File: src/inc/ufi_pkg.sv
// Function
// - Ready-pin mode chosen by DMA select bit while FIFOs enabled, else mode 0
// - Mode 0: tx ready low while nothing queued
// - Mode 0: rx ready low while data held
// - Mode 1: tx ready high only when full
// - Mode 1: rx ready on trigger/timeout, until empty
// - Transmit-empty interrupt when count below trigger
// - Tx trigger code 00 is 1, 11 is 14
// - Rx interrupt at trigger; FIFO keeps filling
// - Rx trigger 01=4, 10=8, 11=14, reset 8
// - Seven prioritised levels, highest reported first
// - Source read clears only the reported interrupt
// - Fixed six-bit codes per interrupt source
// - Bit 0 low while pending, high idle
// - Bits 4,5 need enhanced bit; Xoff until Xon
// - Bits 7:6 mirror FIFO enable
// - Word length 5 to 8 bits
// - Stop bits: 1, 1.5 or 2
// - Parity enable bit adds and checks parity
// - Parity odd or even select
// - Forced parity: 1 or 0
// - Break bit holds transmit line low
// - Rx data interrupt clears below trigger
`default_nettype none
package ufi_pkg;
  // ****************************************
  // Register map
  // ****************************************
  localparam int unsigned APB_AW = 8;
  localparam logic [7:0] OFS_ISR_FSETUP = 8'h08;
  localparam logic [7:0] OFS_LINE_FMT   = 8'h0C;
  localparam logic [7:0] OFS_ENH_CTL    = 8'h10;
  localparam logic [7:0] OFS_FSETUP_RB  = 8'h14;
  localparam logic [7:0] FSETUP_RST     = 8'h00;
  localparam logic [7:0] LINE_FMT_RST   = 8'h00;
  localparam logic [7:0] ENH_CTL_RST    = 8'h00;
  // ****************************************
  // Field positions
  // ****************************************
  localparam int unsigned FS_EN     = 0;
  localparam int unsigned FS_RXCLR  = 1;
  localparam int unsigned FS_TXCLR  = 2;
  localparam int unsigned FS_DMA    = 3;
  localparam int unsigned FS_TXTRG  = 4;
  localparam int unsigned FS_RXTRG  = 6;
  localparam int unsigned LF_WLEN   = 0;
  localparam int unsigned LF_STOP   = 2;
  localparam int unsigned LF_PEN    = 3;
  localparam int unsigned LF_EVEN   = 4;
  localparam int unsigned LF_FORCE  = 5;
  localparam int unsigned LF_BRK    = 6;
  localparam int unsigned EFR_ENH   = 4;
  // ****************************************
  // Levels, masks and codes
  // ****************************************
  localparam int unsigned CNT_W = 5;
  localparam logic [CNT_W-1:0] FIFO_DEPTH = 5'h10;
  localparam logic [CNT_W-1:0] TRG_1  = 5'h01;
  localparam logic [CNT_W-1:0] TRG_4  = 5'h04;
  localparam logic [CNT_W-1:0] TRG_8  = 5'h08;
  localparam logic [CNT_W-1:0] TRG_14 = 5'h0E;
  localparam logic [7:0] WL_MASK5 = 8'h1F;
  localparam logic [7:0] WL_MASK6 = 8'h3F;
  localparam logic [7:0] WL_MASK7 = 8'h7F;
  localparam logic [7:0] WL_MASK8 = 8'hFF;
  localparam logic [5:0] ISR_NONE  = 6'h01;
  localparam logic [5:0] ISR_LINE  = 6'h06;
  localparam logic [5:0] ISR_RXD   = 6'h04;
  localparam logic [5:0] ISR_RTO   = 6'h0C;
  localparam logic [5:0] ISR_TXE   = 6'h02;
  localparam logic [5:0] ISR_MODEM = 6'h00;
  localparam logic [5:0] ISR_XOFF  = 6'h10;
  localparam logic [5:0] ISR_FLOW  = 6'h20;
  localparam logic [2:0] RTO_CHARS = 3'h4;
  // ****************************************
  // Types
  // ****************************************
  typedef enum logic [2:0] {
    SRC_NONE, SRC_LINE, SRC_RXD, SRC_RTO,
    SRC_TXE, SRC_MODEM, SRC_XOFF, SRC_FLOW
  } ufi_src_type;
  typedef struct packed {
    logic [CNT_W-1:0] tx_count;
    logic [CNT_W-1:0] rx_count;
    logic             rx_push;
    logic             rx_pop;
    logic             char_tick;
  } ufi_fifo_type;
  typedef struct packed {
    logic lsr_int;
    logic modem_int;
    logic xoff_hit;
    logic xon_hit;
    logic flow_chg;
  } ufi_evt_type;
  typedef struct packed {
    logic [1:0] wlen;
    logic       stop_long;
    logic       stop_half;
    logic       par_en;
    logic       par_even;
    logic       par_force;
    logic       par_force_val;
  } ufi_cfg_type;
endpackage
`default_nettype wire

File: src/core/ufi_top.sv
`timescale 1ns/1ps
`default_nettype none
module ufi_top
(
  // Clock and reset
  input  wire logic                        mclk,
  input  wire logic                        rst_n,
  // APB slave
  input  wire logic                        psel,
  input  wire logic                        penable,
  input  wire logic                        pwrite,
  input  wire logic [ufi_pkg::APB_AW-1:0]  paddr,
  input  wire logic [31:0]                 pwdata,
  output logic      [31:0]                 prdata,
  output logic                             pready,
  output logic                             pslverr,
  // FIFO state and events from the datapath
  input  wire ufi_pkg::ufi_fifo_type       fifo_st,
  input  wire ufi_pkg::ufi_evt_type        evt,
  // Character paths
  input  wire logic [7:0]                  tx_char,
  input  wire logic [7:0]                  rx_char,
  input  wire logic                        rx_par_bit,
  input  wire logic                        rx_par_stb,
  input  wire logic                        tx_serial,
  // Pins and control outputs
  output logic                             tx_ready_n,
  output logic                             rx_ready_n,
  output logic                             tx_line,
  output logic                             tx_par_bit,
  output logic                             rx_par_err,
  output ufi_pkg::ufi_cfg_type             line_cfg,
  output logic                             fifo_en,
  output logic                             rx_fifo_clr,
  output logic                             tx_fifo_clr,
  output logic                             int_pending
);
  import ufi_pkg::*;

  // ****************************************
  // Helpers
  // ****************************************
  function automatic logic [CNT_W-1:0] tx_level(input logic [1:0] code);
    case (code)
      2'h0:    tx_level = TRG_1;
      2'h1:    tx_level = TRG_4;
      2'h2:    tx_level = TRG_8;
      default: tx_level = TRG_14;
    endcase
  endfunction

  // Cleared field gives 8, so 00 and 10 share a level
  function automatic logic [CNT_W-1:0] rx_level(input logic [1:0] code);
    case (code)
      2'h1:    rx_level = TRG_4;
      2'h3:    rx_level = TRG_14;
      default: rx_level = TRG_8;
    endcase
  endfunction

  function automatic logic par_calc(input logic [7:0] data,
                                    input logic [7:0] fmt);
    logic [7:0] m;
    m = WL_MASK8;
    case (fmt[LF_WLEN +: 2])
      2'h0:    m = WL_MASK5;
      2'h1:    m = WL_MASK6;
      2'h2:    m = WL_MASK7;
      default: m = WL_MASK8;
    endcase
    if (fmt[LF_FORCE])
      par_calc = ~fmt[LF_EVEN];
    else
      par_calc = (^(data & m)) ^ ~fmt[LF_EVEN];
  endfunction

  function automatic logic [5:0] src_code(input ufi_src_type s);
    case (s)
      SRC_LINE:  src_code = ISR_LINE;
      SRC_RXD:   src_code = ISR_RXD;
      SRC_RTO:   src_code = ISR_RTO;
      SRC_TXE:   src_code = ISR_TXE;
      SRC_MODEM: src_code = ISR_MODEM;
      SRC_XOFF:  src_code = ISR_XOFF;
      SRC_FLOW:  src_code = ISR_FLOW;
      default:   src_code = ISR_NONE;
    endcase
  endfunction

  function automatic logic mapped(input logic [APB_AW-1:0] a);
    mapped = (a == OFS_ISR_FSETUP) || (a == OFS_LINE_FMT) ||
             (a == OFS_ENH_CTL) || (a == OFS_FSETUP_RB);
  endfunction

  // ****************************************
  // Declarations
  // ****************************************
  logic [7:0]       fsetup_q;
  logic [7:0]       line_fmt_q;
  logic [7:0]       enh_q;
  logic             dma1;
  logic             enh;
  logic [CNT_W-1:0] tx_trig;
  logic [CNT_W-1:0] rx_trig;
  logic             apb_setup;
  logic             apb_access;
  logic             isr_rd;
  logic             fs_wr;
  ufi_src_type      rep_q;
  ufi_src_type      cur_src;
  logic [7:0]       isr_byte;
  logic             rxd_lvl;
  logic             tx_below;
  logic             below_q;
  logic             txe_q;
  logic             txe_set;
  logic             rto_q;
  logic             rto_set;
  logic [2:0]       rto_cnt_q;
  logic             rx_has;
  logic             xoff_q;
  logic             flow_q;
  logic             flow_set;

  assign dma1    = fsetup_q[FS_EN] & fsetup_q[FS_DMA];
  assign enh     = enh_q[EFR_ENH];
  assign tx_trig = tx_level(fsetup_q[FS_TXTRG +: 2]);
  assign rx_trig = rx_level(fsetup_q[FS_RXTRG +: 2]);
  assign rx_has  = fifo_st.rx_count != '0;

  // ****************************************
  // APB slave: one wait-free access cycle
  // ****************************************
  assign apb_setup  = psel & ~penable;
  assign apb_access = psel & penable & pready;
  assign isr_rd     = apb_access & ~pwrite & (paddr == OFS_ISR_FSETUP);
  assign fs_wr      = apb_access & pwrite & (paddr == OFS_ISR_FSETUP);

  always_ff @(posedge mclk or negedge rst_n)
  begin
    if (!rst_n)
    begin
      pready  <= 1'b0;
      pslverr <= 1'b0;
      prdata  <= '0;
    end
    else
    begin
      pready <= apb_setup;
      if (apb_setup)
      begin
        pslverr <= ~mapped(paddr);
        case (paddr)
          OFS_ISR_FSETUP: prdata <= {24'h000000, isr_byte};
          OFS_LINE_FMT:   prdata <= {24'h000000, line_fmt_q};
          OFS_ENH_CTL:    prdata <= {24'h000000, enh_q};
          OFS_FSETUP_RB:  prdata <= {24'h000000, fsetup_q};
          default:        prdata <= '0;
        endcase
      end
    end
  end

  // Source is frozen at setup so the read clears what it returned
  always_ff @(posedge mclk or negedge rst_n)
  begin
    if (!rst_n)
      rep_q <= SRC_NONE;
    else if (apb_setup)
      rep_q <= cur_src;
  end

  // ****************************************
  // Registers written by software
  // ****************************************
  always_ff @(posedge mclk or negedge rst_n)
  begin
    if (!rst_n)
      fsetup_q <= FSETUP_RST;
    else if (fs_wr)
    begin
      // Without the enable bit only the enable itself changes
      if (pwdata[FS_EN])
        fsetup_q <= {pwdata[7:3], 2'b00, 1'b1};
      else
        fsetup_q[FS_EN] <= 1'b0;
    end
  end

  always_ff @(posedge mclk or negedge rst_n)
  begin
    if (!rst_n)
    begin
      rx_fifo_clr <= 1'b0;
      tx_fifo_clr <= 1'b0;
    end
    else
    begin
      rx_fifo_clr <= fs_wr & pwdata[FS_EN] & pwdata[FS_RXCLR];
      tx_fifo_clr <= fs_wr & pwdata[FS_EN] & pwdata[FS_TXCLR];
    end
  end

  always_ff @(posedge mclk or negedge rst_n)
  begin
    if (!rst_n)
      line_fmt_q <= LINE_FMT_RST;
    else if (apb_access & pwrite & (paddr == OFS_LINE_FMT))
      line_fmt_q <= pwdata[7:0];
  end

  always_ff @(posedge mclk or negedge rst_n)
  begin
    if (!rst_n)
      enh_q <= ENH_CTL_RST;
    else if (apb_access & pwrite & (paddr == OFS_ENH_CTL))
      enh_q <= pwdata[7:0];
  end

  // ****************************************
  // Interrupt sources
  // ****************************************
  // Without FIFOs a single held character meets the level
  assign rxd_lvl  = fsetup_q[FS_EN] ?
                    (fifo_st.rx_count >= rx_trig) : rx_has;
  assign tx_below = fsetup_q[FS_EN] ?
                    (fifo_st.tx_count < tx_trig)
                    : (fifo_st.tx_count == '0);
  assign txe_set  = tx_below & ~below_q;

  always_ff @(posedge mclk or negedge rst_n)
  begin
    if (!rst_n)
    begin
      below_q <= 1'b0;
      txe_q   <= 1'b0;
    end
    else
    begin
      below_q <= tx_below;
      // New event beats a clearing read in the same cycle
      if (txe_set)
        txe_q <= 1'b1;
      else if (~tx_below | (isr_rd & (rep_q == SRC_TXE)))
        txe_q <= 1'b0;
    end
  end

  // Any arrival or read restarts the idle count
  assign rto_set = fsetup_q[FS_EN] & rx_has & fifo_st.char_tick &
                   ~fifo_st.rx_push & ~fifo_st.rx_pop &
                   (rto_cnt_q == RTO_CHARS - 3'h1);

  always_ff @(posedge mclk or negedge rst_n)
  begin
    if (!rst_n)
    begin
      rto_cnt_q <= '0;
      rto_q     <= 1'b0;
    end
    else
    begin
      if (~rx_has | fifo_st.rx_push | fifo_st.rx_pop)
        rto_cnt_q <= '0;
      else if (fifo_st.char_tick & (rto_cnt_q != RTO_CHARS))
        rto_cnt_q <= rto_cnt_q + 3'h1;
      if (rto_set)
        rto_q <= 1'b1;
      else if (~rx_has | fifo_st.rx_pop |
               (isr_rd & (rep_q == SRC_RTO)))
        rto_q <= 1'b0;
    end
  end

  assign flow_set = enh & evt.flow_chg;

  always_ff @(posedge mclk or negedge rst_n)
  begin
    if (!rst_n)
    begin
      xoff_q <= 1'b0;
      flow_q <= 1'b0;
    end
    else
    begin
      // Xoff is not cleared by reading, only by Xon
      if (enh & evt.xoff_hit)
        xoff_q <= 1'b1;
      else if (evt.xon_hit)
        xoff_q <= 1'b0;
      if (flow_set)
        flow_q <= 1'b1;
      else if (isr_rd & (rep_q == SRC_FLOW))
        flow_q <= 1'b0;
    end
  end

  // ****************************************
  // Priority and source byte
  // ****************************************
  always_comb
  begin
    if (evt.lsr_int)
      cur_src = SRC_LINE;
    else if (rxd_lvl)
      cur_src = SRC_RXD;
    else if (rto_q)
      cur_src = SRC_RTO;
    else if (txe_q)
      cur_src = SRC_TXE;
    else if (evt.modem_int)
      cur_src = SRC_MODEM;
    else if (enh & xoff_q)
      cur_src = SRC_XOFF;
    else if (enh & flow_q)
      cur_src = SRC_FLOW;
    else
      cur_src = SRC_NONE;
  end

  assign isr_byte = {{2{fsetup_q[FS_EN]}}, src_code(cur_src)};

  always_ff @(posedge mclk or negedge rst_n)
  begin
    if (!rst_n)
      int_pending <= 1'b0;
    else
      int_pending <= (cur_src != SRC_NONE);
  end

  // ****************************************
  // Ready pins
  // ****************************************
  always_ff @(posedge mclk or negedge rst_n)
  begin
    if (!rst_n)
      tx_ready_n <= 1'b0;
    else if (dma1)
      tx_ready_n <= (fifo_st.tx_count == FIFO_DEPTH);
    else
      tx_ready_n <= (fifo_st.tx_count != '0);
  end

  always_ff @(posedge mclk or negedge rst_n)
  begin
    if (!rst_n)
      rx_ready_n <= 1'b1;
    else if (!dma1)
      rx_ready_n <= ~rx_has;
    else if (!rx_has)
      rx_ready_n <= 1'b1;
    else if ((fifo_st.rx_count >= rx_trig) | rto_q)
      rx_ready_n <= 1'b0;
  end

  // ****************************************
  // Line format and serial path
  // ****************************************
  always_ff @(posedge mclk or negedge rst_n)
  begin
    if (!rst_n)
    begin
      line_cfg <= '0;
      fifo_en  <= 1'b0;
    end
    else
    begin
      fifo_en                <= fsetup_q[FS_EN];
      line_cfg.wlen          <= line_fmt_q[LF_WLEN +: 2];
      line_cfg.stop_long     <= line_fmt_q[LF_STOP];
      // Half stop only exists for five-bit words
      line_cfg.stop_half     <= line_fmt_q[LF_STOP] &
                                (line_fmt_q[LF_WLEN +: 2] == 2'h0);
      line_cfg.par_en        <= line_fmt_q[LF_PEN];
      line_cfg.par_even      <= line_fmt_q[LF_EVEN];
      line_cfg.par_force     <= line_fmt_q[LF_FORCE];
      line_cfg.par_force_val <= ~line_fmt_q[LF_EVEN];
    end
  end

  always_ff @(posedge mclk or negedge rst_n)
  begin
    if (!rst_n)
    begin
      tx_line    <= 1'b1;
      tx_par_bit <= 1'b0;
      rx_par_err <= 1'b0;
    end
    else
    begin
      tx_line    <= tx_serial & ~line_fmt_q[LF_BRK];
      tx_par_bit <= par_calc(tx_char, line_fmt_q);
      if (rx_par_stb)
        rx_par_err <= line_fmt_q[LF_PEN] &
                      (rx_par_bit != par_calc(rx_char, line_fmt_q));
    end
  end
endmodule // ufi_top
`default_nettype wire

File: config.mk
export PLATFORM = sky130hd
export DESIGN_NAME = ufi_top
export DESIGN_NICKNAME = d
export VERILOG_FILES = /design/src/inc/ufi_pkg.sv /design/src/core/ufi_top.sv
export SDC_FILE = /design/constraint.sdc
export NUM_CORES = 1
export LEC_CHECK = 0
export BUFFER_PORTS_ARGS = -buffer_cell sky130_fd_sc_hd__clkbuf_2
export CORE_MARGIN = 4
export CORE_UTILIZATION = 49
export CTS_CLUSTER_DIAMETER = 150
export DETAILED_ROUTE_END_ITERATION = 6
export GPL_ROUTABILITY_DRIVEN = 1
export PLACE_DENSITY = 0.78
export SYNTH_ARGS = -nofsm -noshare
export SYNTH_HDL_FRONTEND = slang
export SYNTH_SLANG_ARGS = --single-unit
File: constraint.sdc
create_clock -name mclk -period 2.1 [get_ports mclk]
set_input_delay 0.105 -clock mclk [delete_from_list [all_inputs] [get_ports mclk]]
set_output_delay 0.105 -clock mclk [all_outputs]
set_load 0.02 [all_outputs]
==> impl_metrics.py <==
metrics = {
    "status": {
        "status": "complete, no violations",
    },
    "logic_synthesis": {
        "synthMuxAreaShare_pct": 8.89,
        "synth_edf_count": 0,
        "synth_simple_gate_area_share_pct": 18.5,
        "syn-cell-area_sq_um": 3410,
        "synth_cells": 324,
        "synth_top_family_by_area": "simple AND/OR/NAND/NOR gates",
        "ys_seq_area_share_pct": 44.2,
        "synth_compound_area_share_pct": 13.0,
        "syn_area_per_cell_sq_um": 10.5,
        "yosys_warnings": 0,
        "synth_xor_area_share_pct": 3.49,
        "async_reset_ff_share_pct": 100,
        "ys.flop_type": "dfrtp_1",
        "ys_types": 67,
        "synthAdderAreaFrac_pct": 3.31,
        "ys_ff_latch": 60,
    },
    "worst_hold_path": {
        "hold_class": "input port to flip-flop",
    },
    "clock_tree": {
        "cts_made_buffers": 9,
        "clock-sinks": 60,
        "ctsRootBufferMaster": "clkbuf_8",
        "cts.clk_slew.worst_paths_ps": 70,
        "worstSkewPairLatency_ps": 340,
        "post_cts_buffers": 0,
        "clk_path_buf_depth": 2,
        "cts_tree": "done",
        "cts.htree.levels": 3,
    },
    "pwr": {
        "p_per_area_nw_per_um2": 664,
        "peakVddDrop_mv": 0.307,
        "p_leak_nw": 2.08,
        "finalPower_mw": 2.77,
    },
    "timing": {
        "worstMarginPinSlew_ps": 863,
        "relSlewSlack_pct": 42.4,
        "timing.final.crit_share_pct": 92.9,
        "hold_viol": 0,
        "maxSlewViolCount": 0,
        "skew_ps": 6.52,
        "setup_viol": 0,
        "period_needed_ps": 1950,
        "rsz0062_at_grt": "yes",
        "max_freq_mhz": 513,
    },
    "floorplanning": {
        "row_count": 30,
        "start_util_pct": 50.4,
        "pin_count": 133,
        "die_w_um": 91.4,
        "core_area_sq_um": 6760,
        "dieArea_sq_um": 8350,
        "die_y_um": 91.4,
    },
    "route": {
        "post-route-drc-count": 0,
        "wl_per_cell_um": 16.1,
        "post_drt_via_cell_ratio": 5.47,
        "drt-total-wl_um": 8180,
        "firstDrtPassIters": 4,
        "route.antenna.remaining_nets": 0,
        "vias": 2781,
        "drtIter0Drc": 130,
    },
    "worst_setup_path": {
        "ff2ff_path_depth": 8,
        "critPathLaunchType": "flip-flop",
        "cp-startpoint": "fsetup_q[6]",
        "cp.arrival_ps": 2180,
        "worstPathCellList": "inv_1, nor2_1, ha_1, a211oi_1, nand2_1, o2bb2ai_4, a21oi_2, mux2_4",
        "crit_end": "rep_q[1]",
        "reg2reg_slack_ps": 150,
        "path_max_fanout": 9,
        "crit_slowest_cell": "dfrtp_1",
        "worstReg2RegStart": "fsetup_q[6]",
        "cp-end-kind": "flip-flop",
        "critPathMaxStageDelay_ps": 400,
        "worstPathRequired_ps": 2330,
        "worstSetupPathType": "flip-flop to flip-flop",
        "r2r_end": "rep_q[1]",
    },
    "placement": {
        "port_buffers": 84,
        "hpwl_um": 6010,
        "gp_congestion": 0.899,
    },
    "layout": {
        "final_util_pct": 61.7,
        "finalNetCount": 515,
        "drive_gt1_share_pct": 33.2,
        "areaGrowthSynthToFinish_pct": 22.3,
        "n_antenna_cell": 0,
    },
    "flow_run": {
        "drv_cap": 0,
    },
    "global_routing": {
        "globalRouteOverflowTotal": 0,
        "antenna_found_initial": 0,
        "grt_pass1_vias": 2735,
        "track_usage_pct": 19.9,
        "grt_start_max_net_pins": 33,
        "grt_pass1_wl_um": 13100,
    },
}
[kinds of logic (layout without fill, tap and decap cells)]
kind of cell             after synthesis  after routing
buffers and inverters                 47            128
AO/OA/AOI/OAI                         65             65
other                                  1             24
adder cells (fa/ha/maj)                9              9
multiplexers                          24             24
flip-flops                            60             60
AND/OR/NAND/NOR                      106            106
XOR/XNOR                              12             12
[area by class of cell]
class / instances / area [sq um]
Multi-Input combinational cell: 240 / 1710
Clock inverter: 5 / 100
Fill cell: 548 / 2590
Sequential cell: 60 / 1500
Inverter: 16 / 60.1
Timing Repair Buffer: 97 / 551
Tap cell: 80 / 100
Clock buffer: 10 / 138
[synth_stat cells (2+ instances only)]
| library cell | n | area (sq um) |
|---|---|---|
| dfstp_2 | 2 | 52.6 |
| a211oi_1 | 2 | 15.0 |
| o31ai_1 | 2 | 15.0 |
| ha_1 | 9 | 113 |
| xnor2_1 | 9 | 78.8 |
| a32o_1 | 2 | 20.0 |
| o211ai_1 | 8 | 60.1 |
| clkbuf_1 | 3 | 11.3 |
| mux2_2 | 9 | 101 |
| a21bo_2 | 2 | 20.0 |
| buf_6 | 3 | 33.8 |
| nor3_1 | 7 | 35.0 |
| and3_1 | 5 | 31.3 |
| o21ai_0 | 17 | 85.1 |
| xor2_1 | 2 | 17.5 |
| a21oi_1 | 13 | 65.1 |
| and2_1 | 7 | 43.8 |
| nor2_1 | 13 | 48.8 |
| nor2b_1 | 2 | 12.5 |
| nand4_1 | 3 | 18.8 |
| dfrtp_1 | 58 | 1450 |
| nand2b_1 | 5 | 31.3 |
| nand2_1 | 26 | 97.6 |
| mux2i_1 | 4 | 40.0 |
| nand4b_1 | 2 | 17.5 |
| o211a_1 | 2 | 20.0 |
| buf_4 | 24 | 180 |
| nand3_1 | 18 | 90.1 |
| inv_1 | 15 | 56.3 |
| mux2_4 | 10 | 150 |
| a22oi_1 | 3 | 22.5 |
| o21a_1 | 2 | 15.0 |
[sequential cells by signal, summed over array words and instances, names as in the netlist, 3 cells and up]
signal	cells
enh_q	8
line_cfg	8
line_fmt_q	8
prdata	8
fsetup_q	6
rep_q	3
rto_cnt_q	3
[cell usage in the layout, fill, tap and decap left out, types with 3 or more instances in the layout]
cell type / n
a21oi_1: 12
a22oi_1: 3
and2_1: 7
and3_1: 5
buf_4: 4
bufinv_16: 3
clkbuf_2: 84
clkbuf_8: 10
conb_1: 24
dfrtp_1: 58
dlygate4sd3_1: 8
ha_1: 9
inv_1: 15
mux2_2: 9
mux2_4: 10
mux2i_1: 4
nand2_1: 26
nand2b_1: 5
nand3_1: 18
nand4_1: 3
nor2_1: 13
nor3_1: 7
o211ai_1: 8
o21ai_0: 17
xnor2_1: 9
[power by group]
part | leakage, nW | total, mW | internal (mW) | switching (mW)
clock network | 0.122 | 1.27 | 0.810 | 0.458
registers | 0.785 | 1.19 | 1.18 | 0.0133
logic | 1.17 | 0.309 | 0.123 | 0.186
total | 2.08 | 2.77 | 2.11 | 0.657
[stage by stage]
step / cells / area [sq um] / worst slack, ps / setup TNS (ps) / hold slack, ps
6_report: 508 / 4170 / 149 / 0 / 14.0
3_3_place_gp: 485 / 3830 / 125 / 0 / 236
3_5_place_dp: 485 / 3830 / 79.3 / 0 / 256
5_1_grt: 508 / 4170 / -0.519 / -0.519 / 21.8
4_1_cts: 508 / 4150 / 70.0 / 0 / 11.6
2_1_floorplan: 347 / 3490 / 274 / 0 / -191
[routing by layer]
layer  global-route usage (%)  part of all wire (%)  vias to the layer above
li1                         -                     -                     1310
met1                     26.3                    43                     1344
met2                     32.3                    50                      113
met3                     4.56                   6.4                       14
met4                     6.41                   1.2                        0
met5                        0                     0                        -
[worst min path at each step]
stage	start	end	slack, ps	cells past startpoint
global route	pwdata[2]	tx_fifo_clr	20	2
CTS	pwdata[1]	rx_fifo_clr	10	2
detailed placement	rst_n	rep_q[1]	260	1
global placement	rst_n	rep_q[0]	240	1
floorplan	rst_n	below_q	-190	0
finish	pwdata[2]	tx_fifo_clr	10	2
[repair_timing]
action | 4_1_cts | 5_1_grt
gates resized for setup | 0 | 2
hold endpoints to repair | 35 | 0
endpoints found under the setup margin | 0 | 8
hold buffers | 8 | 0
[worst max-delay path: cells and delay by family (launching register included)]
family,cells,cell delay [ps]
AOI/OAI and AO/OA,3,610
muxes,1,270
and+or+nand+nor,2,200
buffers and inverters,1,90
adders and majority gates,1,290
DFF,1,400
No activity file was read; power rests on OpenSTA's default activity.
